<file path="config.mk">
export PLATFORM = sky130hd
export DESIGN_NAME = slave_port_mailbox_regs
export DESIGN_NICKNAME = d
export VERILOG_FILES = /design/src/rtl/mailbox_pkg.sv /design/src/rtl/mailbox_bank.sv /design/src/rtl/slave_port_mailbox_regs.sv /design/src/rtl/sync2.sv
export SDC_FILE = /design/constraint.sdc
export NUM_CORES = 1
export LEC_CHECK = 0
export BUFFER_PORTS_ARGS = -buffer_cell sky130_fd_sc_hd__buf_2
export CORE_MARGIN = 2
export CORE_UTILIZATION = 60
export CTS_CLUSTER_SIZE = 30
export DETAILED_ROUTE_END_ITERATION = 12
export HOLD_SLACK_MARGIN = 0.03
export PLACE_DENSITY_LB_ADDON = 0.15
export SYNTH_ARGS = -nofsm -noshare
export SYNTH_HDL_FRONTEND = slang
export SYNTH_SLANG_ARGS = --single-unit
</file>
<file path="constraint.sdc">
create_clock -name clk -period 3.8 [get_ports clk]
set_clock_uncertainty 0.2 [all_clocks]
set_input_delay 0.76 -clock clk [delete_from_list [all_inputs] [get_ports clk]]
set_output_delay 0.76 -clock clk [all_outputs]
set_load 0.03 [all_outputs]
</file>
<file path="src/rtl/mailbox_pkg.sv">
package mailbox_pkg;
  // ****************************************************************
  // Slave-side internal I/O map
  // ****************************************************************
  localparam logic [7:0] ADDR_DATA_0 = 8'h20;
  localparam logic [7:0] ADDR_DATA_1 = 8'h21;
  localparam logic [7:0] ADDR_DATA_2 = 8'h22;
  localparam logic [7:0] ADDR_FLAGS = 8'h23;
  localparam logic [7:0] ADDR_CONTROL = 8'h24;
  // ****************************************************************
  // Master-side select codes
  // ****************************************************************
  localparam logic [1:0] SEL_DATA_0 = 2'h0;
  localparam logic [1:0] SEL_DATA_2 = 2'h2;
  localparam logic [1:0] SEL_FLAGS = 2'h3;
  // ****************************************************************
  // Control register fields
  // ****************************************************************
  localparam int CTL_IGNORE_PINS = 7;
  localparam int CTL_PIN1 = 6;
  localparam int CTL_PIN0 = 5;
  localparam int CTL_PORT_EN = 3;
  localparam int CTL_PORTA_OUT = 2;
  localparam int CTL_PRIO_HI = 1;
  localparam int CTL_PRIO_LO = 0;
  localparam logic [7:0] CTL_RESET = 8'h00;
  localparam logic [7:0] CTL_WRITE_MASK = 8'h8F;
  // ****************************************************************
  // Status register fields
  // ****************************************************************
  localparam int FLG_ATTN = 7;
  localparam int FLG_OUT_FULL0 = 4;
  localparam int FLG_IN_INT = 3;
  localparam int FLG_IN_FULL0 = 0;
  // ****************************************************************
  // Boot-mode pin codes (pin1, pin0)
  // ****************************************************************
  localparam logic [1:0] BOOT_SLAVE = 2'h1;
  localparam logic [1:0] BOOT_RUN = 2'h0;
  localparam logic [7:0] DATA_RESET = 8'h00;
  // Synchroniser reset level: chip select and strobes idle high
  localparam logic [14:0] PIN_IDLE = 15'h7000;
endpackage : mailbox_pkg

</file>
<file path="src/rtl/mailbox_bank.sv">
`timescale 1ns/1ps
`default_nettype none
module mailbox_bank
  import mailbox_pkg::*;
#(
  parameter int DEPTH = 3,
  parameter int WIDTH = 8
) (
  // Clock and reset
  input wire logic clk,
  input wire logic rst,
  // Write side
  input wire logic wr_en,
  input wire logic [1:0] wr_sel,
  input wire logic [WIDTH-1:0] wr_data,
  // Read side
  input wire logic [1:0] rd_sel,
  output logic [WIDTH-1:0] rd_data
);
  logic [WIDTH-1:0] mem_reg [DEPTH];
  // ****************************************************************
  // One writer, one reader per bank
  // ****************************************************************
  genvar i;
  generate
    for (i = 0; i < DEPTH; i++)
    begin : g_word
      always_ff @(posedge clk)
      begin
        if (rst)
          mem_reg[i] <= DATA_RESET;
        else if (wr_en && wr_sel == 2'(i))
          mem_reg[i] <= wr_data;
      end
    end
  endgenerate
  wire logic sel_ok = (32'(rd_sel) < DEPTH);
  always_ff @(posedge clk)
  begin
    if (rst)
      rd_data <= DATA_RESET;
    else if (sel_ok)
      rd_data <= mem_reg[rd_sel];
    else
      rd_data <= DATA_RESET;
  end
endmodule : mailbox_bank
`default_nettype wire

</file>
<file path="src/rtl/slave_port_mailbox_regs.sv">
// Overview of operation
// Each mailbox is two registers: slave-to-master and master-to-slave.
// Master select 0..2 picks data registers, 3 the status; no control access.
// Slave I/O: data at 20h-22h, status 23h, control 24h.
// Concurrent read sees bits change once, monotonically, at most one read.
// Pollers should double-read or watch one bit.
// Control bit 7 low obeys boot pins; high makes them plain inputs.
// Boot pins (0,1) at reset end enter cold boot via data register 0.
// Pins going to (0,0) end cold boot, run from address zero.
// Control bits 6,5 read the boot pin levels.
// Control bit 3 enables slave port, taking pins from port A.
// Cold boot sets control bit 3 automatically.
// With bit 3 low, bit 2 sets port A input or output.
// Control bits 1,0: 00 disables interrupt, else priority 1 to 3.
// Six full flags: set on write, cleared on reader's read.
// Data register 0 flags drive slave interrupt and attention output.
// Master write to data 0 sets inbound interrupt flip-flop.
// Slave write to data 0 drives attention low; master status write raises it.
// Status write clears only the writing side's interrupt source.
// Status layout: 7 attn, 6-4 out full, 3 inbound int, 2-0 in full.
// Reset clears flags and interrupt sources; attention high.
`timescale 1ns/1ps
`default_nettype none
module slave_port_mailbox_regs
  import mailbox_pkg::*;
#(
  parameter int DEPTH = 3
) (
  // Clock and reset
  input wire logic clk,
  input wire logic rst,
  // Slave internal I/O access
  input wire logic [7:0] io_addr,
  input wire logic io_wr,
  input wire logic io_rd,
  input wire logic [7:0] io_wdata,
  output logic [7:0] io_rdata,
  // Master parallel bus pins
  input wire logic chip_select_n,
  input wire logic read_strobe_n,
  input wire logic write_strobe_n,
  input wire logic select_addr0,
  input wire logic select_addr1,
  input wire logic [7:0] master_data_in,
  output logic [7:0] master_data_out,
  output logic master_data_oe,
  // Boot mode pins
  input wire logic boot_mode_pin0,
  input wire logic boot_mode_pin1,
  // Status toward the processor and pins
  output logic attention_out_n,
  output logic slave_irq,
  output logic [1:0] irq_priority,
  output logic cold_boot_active,
  output logic run_from_zero,
  output logic slave_port_enabled,
  output logic port_a_output,
  output logic boot_pins_obeyed
);
  // ****************************************************************
  // Pin synchronisers
  // ****************************************************************
  logic [14:0] pins_raw;
  logic [14:0] pins_s;
  assign pins_raw = {chip_select_n, read_strobe_n, write_strobe_n, select_addr1, select_addr0,
                     master_data_in, boot_mode_pin1, boot_mode_pin0};
  sync2 #(
    .WIDTH(15),
    .INIT(PIN_IDLE)
  ) u_sync (
    .clk(clk),
    .rst(rst),
    .d(pins_raw),
    .q(pins_s)
  );
  wire logic cs_n_s = pins_s[14];
  wire logic rd_n_s = pins_s[13];
  wire logic wr_n_s = pins_s[12];
  wire logic [1:0] sel_s = pins_s[11:10];
  wire logic [7:0] mdata_s = pins_s[9:2];
  wire logic [1:0] boot_s = pins_s[1:0];
  // ****************************************************************
  // Master strobe edges
  // ****************************************************************
  logic rd_act_reg;
  logic rd_start_d_reg;
  logic wr_act_reg;
  logic [1:0] wr_sel_reg;
  logic [7:0] wr_data_reg;
  wire logic rd_act = !cs_n_s && !rd_n_s;
  wire logic wr_act = !cs_n_s && !wr_n_s;
  wire logic m_rd_start = rd_act && !rd_act_reg;
  // Write commits when either strobe rises, with data captured while low
  wire logic m_wr_end = !wr_act && wr_act_reg;
  always_ff @(posedge clk)
  begin
    if (rst)
    begin
      rd_act_reg <= 1'b0;
      rd_start_d_reg <= 1'b0;
      wr_act_reg <= 1'b0;
      wr_sel_reg <= 2'h0;
      wr_data_reg <= DATA_RESET;
    end
    else
    begin
      rd_act_reg <= rd_act;
      rd_start_d_reg <= m_rd_start;
      wr_act_reg <= wr_act;
      if (wr_act)
      begin
        wr_sel_reg <= sel_s;
        wr_data_reg <= mdata_s;
      end
    end
  end
  wire logic m_rd_end = !rd_act && rd_act_reg;
  // ****************************************************************
  // Decode
  // ****************************************************************
  wire logic m_wr_data = m_wr_end && (wr_sel_reg <= SEL_DATA_2);
  wire logic m_wr_flags = m_wr_end && (wr_sel_reg == SEL_FLAGS);
  wire logic m_wr_d0 = m_wr_data && (wr_sel_reg == SEL_DATA_0);
  wire logic s_hit_data = (io_addr >= ADDR_DATA_0) && (io_addr <= ADDR_DATA_2);
  wire logic s_hit_flags = (io_addr == ADDR_FLAGS);
  wire logic s_hit_ctl = (io_addr == ADDR_CONTROL);
  wire logic [1:0] s_idx = 2'(io_addr - ADDR_DATA_0);
  wire logic s_wr_data = io_wr && s_hit_data;
  wire logic s_wr_d0 = s_wr_data && (s_idx == 2'h0);
  wire logic s_rd_data = io_rd && s_hit_data;
  wire logic m_rd_data = m_rd_end && (sel_s <= SEL_DATA_2);
  // ****************************************************************
  // Mailbox banks, one per direction
  // ****************************************************************
  logic [7:0] out_rdata;
  logic [7:0] in_rdata;
  mailbox_bank #(
    .DEPTH(DEPTH),
    .WIDTH(8)
  ) u_outbound (
    .clk(clk),
    .rst(rst),
    .wr_en(s_wr_data),
    .wr_sel(s_idx),
    .wr_data(io_wdata),
    .rd_sel(sel_s),
    .rd_data(out_rdata)
  );
  mailbox_bank #(
    .DEPTH(DEPTH),
    .WIDTH(8)
  ) u_inbound (
    .clk(clk),
    .rst(rst),
    .wr_en(m_wr_data),
    .wr_sel(wr_sel_reg),
    .wr_data(wr_data_reg),
    .rd_sel(s_idx),
    .rd_data(in_rdata)
  );
  // ****************************************************************
  // Full flags and interrupt sources
  // ****************************************************************
  logic [2:0] in_full_reg;
  logic [2:0] out_full_reg;
  logic in_int_reg;
  logic attn_reg;
  logic [2:0] in_set;
  logic [2:0] in_clr;
  logic [2:0] out_set;
  logic [2:0] out_clr;
  genvar i;
  generate
    for (i = 0; i < 3; i++)
    begin : g_flag
      assign in_set[i] = m_wr_data && (wr_sel_reg == 2'(i));
      assign in_clr[i] = s_rd_data && (s_idx == 2'(i));
      assign out_set[i] = s_wr_data && (s_idx == 2'(i));
      assign out_clr[i] = m_rd_data && (sel_s == 2'(i));
    end
  endgenerate
  // Set wins over a clear in the same cycle
  always_ff @(posedge clk)
  begin
    if (rst)
    begin
      in_full_reg <= 3'h0;
      out_full_reg <= 3'h0;
      in_int_reg <= 1'b0;
      attn_reg <= 1'b0;
    end
    else
    begin
      in_full_reg <= in_set | (in_full_reg & ~in_clr);
      out_full_reg <= out_set | (out_full_reg & ~out_clr);
      if (m_wr_d0)
        in_int_reg <= 1'b1;
      else if (io_wr && s_hit_flags)
        in_int_reg <= 1'b0;
      if (s_wr_d0)
        attn_reg <= 1'b1;
      else if (m_wr_flags)
        attn_reg <= 1'b0;
    end
  end
  logic [7:0] flags;
  assign flags = {attn_reg, out_full_reg, in_int_reg, in_full_reg};
  // ****************************************************************
  // Control register and cold boot
  // ****************************************************************
  logic [7:0] ctl_reg;
  logic boot_reg;
  logic [2:0] release_reg;
  always_ff @(posedge clk)
  begin
    if (rst)
    begin
      ctl_reg <= CTL_RESET;
      boot_reg <= 1'b0;
      release_reg <= 3'h7;
    end
    else
    begin
      // Pin level sampled once, third edge after release, when synced pins are valid
      release_reg <= {release_reg[1:0], 1'b0};
      if (release_reg == 3'h4 && !ctl_reg[CTL_IGNORE_PINS] && boot_s == BOOT_SLAVE)
        boot_reg <= 1'b1;
      else if (boot_reg && (ctl_reg[CTL_IGNORE_PINS] || boot_s == BOOT_RUN))
        boot_reg <= 1'b0;
      if (io_wr && s_hit_ctl)
        ctl_reg <= io_wdata & CTL_WRITE_MASK;
      if (release_reg == 3'h4 && !ctl_reg[CTL_IGNORE_PINS] && boot_s == BOOT_SLAVE)
        ctl_reg[CTL_PORT_EN] <= 1'b1;
    end
  end
  logic boot_exit_reg;
  always_ff @(posedge clk)
  begin
    if (rst)
      boot_exit_reg <= 1'b0;
    else
      boot_exit_reg <= boot_reg && (ctl_reg[CTL_IGNORE_PINS] || boot_s == BOOT_RUN);
  end
  logic [7:0] ctl_view;
  assign ctl_view = {ctl_reg[CTL_IGNORE_PINS], boot_s[1], boot_s[0], 1'b0, ctl_reg[3:0]};
  // ****************************************************************
  // Slave read mux, registered
  // ****************************************************************
  // Bank data is registered, so the answer is taken one cycle after the read
  logic s_rd_pend_reg;
  logic [1:0] s_rd_kind_reg;
  wire logic [1:0] s_rd_kind = s_hit_data ? 2'h1 : s_hit_flags ? 2'h2 : s_hit_ctl ? 2'h3 : 2'h0;
  wire logic [7:0] s_rd_mux = (s_rd_kind_reg == 2'h1) ? in_rdata : (s_rd_kind_reg == 2'h2) ? flags :
                              (s_rd_kind_reg == 2'h3) ? ctl_view : 8'h00;
  always_ff @(posedge clk)
  begin
    if (rst)
    begin
      s_rd_pend_reg <= 1'b0;
      s_rd_kind_reg <= 2'h0;
      io_rdata <= 8'h00;
    end
    else
    begin
      s_rd_pend_reg <= io_rd;
      if (io_rd)
        s_rd_kind_reg <= s_rd_kind;
      if (s_rd_pend_reg)
        io_rdata <= s_rd_mux;
    end
  end
  // ****************************************************************
  // Master read data, latched at strobe start and held steady
  // ****************************************************************
  // A single capture keeps each bit monotonic and limits tearing to one read
  wire logic [7:0] m_rd_mux = (sel_s == SEL_FLAGS) ? flags : out_rdata;
  always_ff @(posedge clk)
  begin
    if (rst)
    begin
      master_data_out <= 8'h00;
      master_data_oe <= 1'b0;
    end
    else
    begin
      if (rd_start_d_reg)
        master_data_out <= m_rd_mux;
      master_data_oe <= rd_act && ctl_reg[CTL_PORT_EN];
    end
  end
  // ****************************************************************
  // Outputs
  // ****************************************************************
  assign attention_out_n = !attn_reg;
  assign irq_priority = ctl_reg[CTL_PRIO_HI:CTL_PRIO_LO];
  assign slave_irq = in_int_reg && (irq_priority != 2'h0);
  assign cold_boot_active = boot_reg;
  assign run_from_zero = boot_exit_reg;
  assign slave_port_enabled = ctl_reg[CTL_PORT_EN];
  assign port_a_output = !ctl_reg[CTL_PORT_EN] && ctl_reg[CTL_PORTA_OUT];
  assign boot_pins_obeyed = !ctl_reg[CTL_IGNORE_PINS];
endmodule : slave_port_mailbox_regs
`default_nettype wire

</file>
<file path="src/rtl/sync2.sv">
`timescale 1ns/1ps
`default_nettype none
module sync2 #(
  parameter int WIDTH = 1,
  parameter logic [WIDTH-1:0] INIT = '0
) (
  // Clock and reset
  input wire logic clk,
  input wire logic rst,
  // Data
  input wire logic [WIDTH-1:0] d,
  output logic [WIDTH-1:0] q
);
  logic [WIDTH-1:0] meta_reg;
  always_ff @(posedge clk)
  begin
    if (rst)
    begin
      meta_reg <= INIT;
      q <= INIT;
    end
    else
    begin
      meta_reg <= d;
      q <= meta_reg;
    end
  end
endmodule : sync2
`default_nettype wire
</file>
==> out/results.ini <==
[run_status]
outcome = complete, no violations

[global_routing]
grt_pass1_vias = 3642
antenna_found_initial = 0
grt_util_all_layers_pct = 23.47
grt_max_degree = 49
grt_pass1_wl_um = 18350
grt_overflow_total = 0

[synthesis]
synth-simple-area-share_pct = 22.60
synthArstFlopShare_pct = 0
synth_flop_cell = dfxtp_1
synth-compound-area-share_pct = 10.20
syn_avg_cell_area_um2 = 11.01
synth_area_leader_cell = dfxtp_1
synth.area.mux_share_pct = 4.357
ys_warn_count = 0
ys_seq_elements = 145
synth-edff-count = 48
synth_cell_type_count = 53
synth-xor-area-share_pct = 0
ys_seq_area_share_pct = 59.21
synthTopCellsByArea = dfxtp_1 (34%), edfxtp_1 (25%), and2_1 (5.5%)
yosysTopAreaCellShare_pct = 33.98
syn_inst = 519
synth_top_family_by_area = simple AND/OR/NAND/NOR gates
synthAdderAreaFrac_pct = 0
syn_area_mm2 = 0.005714
synthesis.nets = 554

[sta]
slew_headroom_pct = 35.10
finalCriticalPeriod_ns = 2.267
rsz0062_at_grt = no
fin_ws_ns = 1.533
tightest_slew_ns = 0.9721
slew_violations = 0
fin_crit_sh_pct = 59.67
whs_ns = 0.2120
clock.fmax_mhz = 441.1
hold_violations = 0
finalSetupViolations = 0
tns_ns = 0

[floorplan]
dieArea_mm2 = 0.01032
coreArea_mm2 = 0.009240
die_y_um = 101.6
ios = 61
rows = 35
start_util_pct = 61.84
fp.dieW_um = 101.6

[cells_and_area]
fill_cells = 703
final_layout_size_suffix_gt1_share_pct = 23.97
multiInputGateArea_mm2 = 0.002123
regArea_mm2 = 0.003383
syn_to_final_growth_pct = 15.24
diodes = 0
fin_nets = 602

[clock_tree]
clkSlewWorstSetupHoldPaths_ns = 0.06
post_cts_buffers = 0
cts_inserted_buffers = 17
cts.path.max_buffers = 2
cts.sinks = 145
cts_resized = 0
clock_latency_ns = 0.52
holdBufCountCts = 0
cts-htree-levels = 4
cts_tree = built
cts-root-buf = clkbuf_8

[drt]
totalWireLength_um = 11120
initialDrtViolationCount = 291
vias = 3907
wl_per_cell_um = 15.68
via_per_inst = 5.511
final_antenna_net_count = 0
drt-pass1-iter-count = 5
drc = 0

[placed_design]
pre_cts_ws_ns = 1.034
io_buffers = 60
place.gp.congestion = 0.8702
dp.final_hpwl_um = 7679

[pwr]
ir_worst_vdd_mv = 0.3378
sequentialPowerShare_pct = 48.9
pwr-share-clk_pct = 46.4
p_int_w = 0.002617
combPwrFrac_pct = 4.7
powerDensity_mw_per_mm2 = 521.2
swShare_pct = 23.76
p_leak_nw = 2.456
power.switching_w = 0.0008154

[setup_path]
endpoint = slave_irq
critPathArrivalTime_ns = 1.31
rr_worst_depth = 3
crit_path_max_fanout = 4
worstSetupPathType = reg2out
r2r-end = u_outbound.rd_data[6]
critPathLaunch = in_int_reg
start_kind = flop
cp-end-kind = primary output
required_ns = 2.84
rr_startpoint = u_sync.q[10]
r2r_setup_slack_ns = 1.80

[job]
cap_violations = 0

[min_path]
min_path_type = reg2reg

-- power by group through the flow --
stage                     logic, W  clock network [W]  registers [W]
after floorplan           0.000107                  0        0.00171
after global placement    0.000156                  0        0.00171
after detailed placement  0.000160                  0        0.00171
after CTS                 0.000161            0.00161        0.00168
after global routing      0.000177            0.00168        0.00168
final                     0.000160            0.00159        0.00168
-- final cells by class --
type | count | area share (%)
flip-flops and latches | 145 | 51.38
well taps | 129 | 2.451
multi-input cells | 335 | 32.24
inverters | 5 | 0.2850
clock buffers | 17 | 6.289
clock inverters | 15 | 2.451
repair buffers | 63 | 4.902
-- placed cells by master (no fill, tap or decap), types with 4 or more instances in the layout --
master | Yosys | final
buf_2 | 5 | 60
and2_1 | 50 | 50
a22oi_1 | 7 | 7
a21oi_1 | 39 | 39
nand2_1 | 56 | 56
o21ai_0 | 4 | 4
nor2b_1 | 30 | 30
nand4_1 | 6 | 6
a311oi_1 | 11 | 11
mux2_2 | 15 | 15
a211oi_1 | 8 | 8
inv_6 | 0 | 6
nand2b_1 | 7 | 7
mux2i_1 | 8 | 8
dfxtp_1 | 97 | 97
nand3_1 | 9 | 9
or2_2 | 18 | 18
clkbuf_16 | 0 | 16
inv_1 | 4 | 4
o31ai_1 | 8 | 8
inv_8 | 0 | 4
edfxtp_1 | 48 | 48
nor2_1 | 21 | 21
-- routing by layer --
metal | up-vias | track usage [%] | wire [µm]
met5 | - | 0 | 0
met3 | 19 | 5.383 | 737
li1 | 1917 | - | -
met4 | 0 | 9.044 | 182
met2 | 135 | 34.67 | 5008
met1 | 1836 | 33.78 | 5190
-- critical path, stage by stage (launching register included) --
cell and delay [ns]:
dfxtp_1 0.45, o21a_1 0.16, buf_2 0.19
-- synthesized netlist by cell type (all sizes together), types with 9 or more instances --
| library cell | count |
|---|---|
| clkbuf | 24 |
| nor2b | 30 |
| and2 | 50 |
| a311oi | 11 |
| buf | 10 |
| edfxtp | 48 |
| dfxtp | 97 |
| nor2 | 21 |
| a21oi | 39 |
| nand2 | 56 |
| mux2 | 15 |
| or2 | 18 |
| nand3 | 9 |
-- cell families (layout without fill, tap and decap cells) --
family / count (synthesis) / count (layout)
buffers and inverters: 39 / 100
muxes: 23 / 23
and+or+nand+nor: 223 / 223
DFF: 145 / 145
AOI/OAI and AO/OA: 89 / 89
-- worst min-delay path by stage --
stage / startpoint / to / slack, ns / cells past startpoint
floorplan: u_sync.meta_reg[12] / u_sync.q[12] / 0.19 / 1
global placement: u_sync.meta_reg[12] / u_sync.q[12] / 0.20 / 1
detailed placement: u_sync.meta_reg[12] / u_sync.q[12] / 0.20 / 1
CTS: chip_select_n / u_sync.meta_reg[14] / 0.21 / 2
global route: write_strobe_n / u_sync.meta_reg[12] / 0.21 / 2
finish: u_sync.meta_reg[12] / u_sync.q[12] / 0.21 / 1
-- stage by stage --
step                cell area, µm²  utilization [%]  total power (W)  instances
floorplan                     5714                -         0.001818        519
global placement              6010            65.04         0.001867        677
detailed placement            6010            65.04         0.001871        677
CTS                           6585            71.27         0.003452        709
global route                  6585            71.27         0.003545        709
finish                        6585            71.27         0.003432        709
Power figures use the tool's default switching activity.
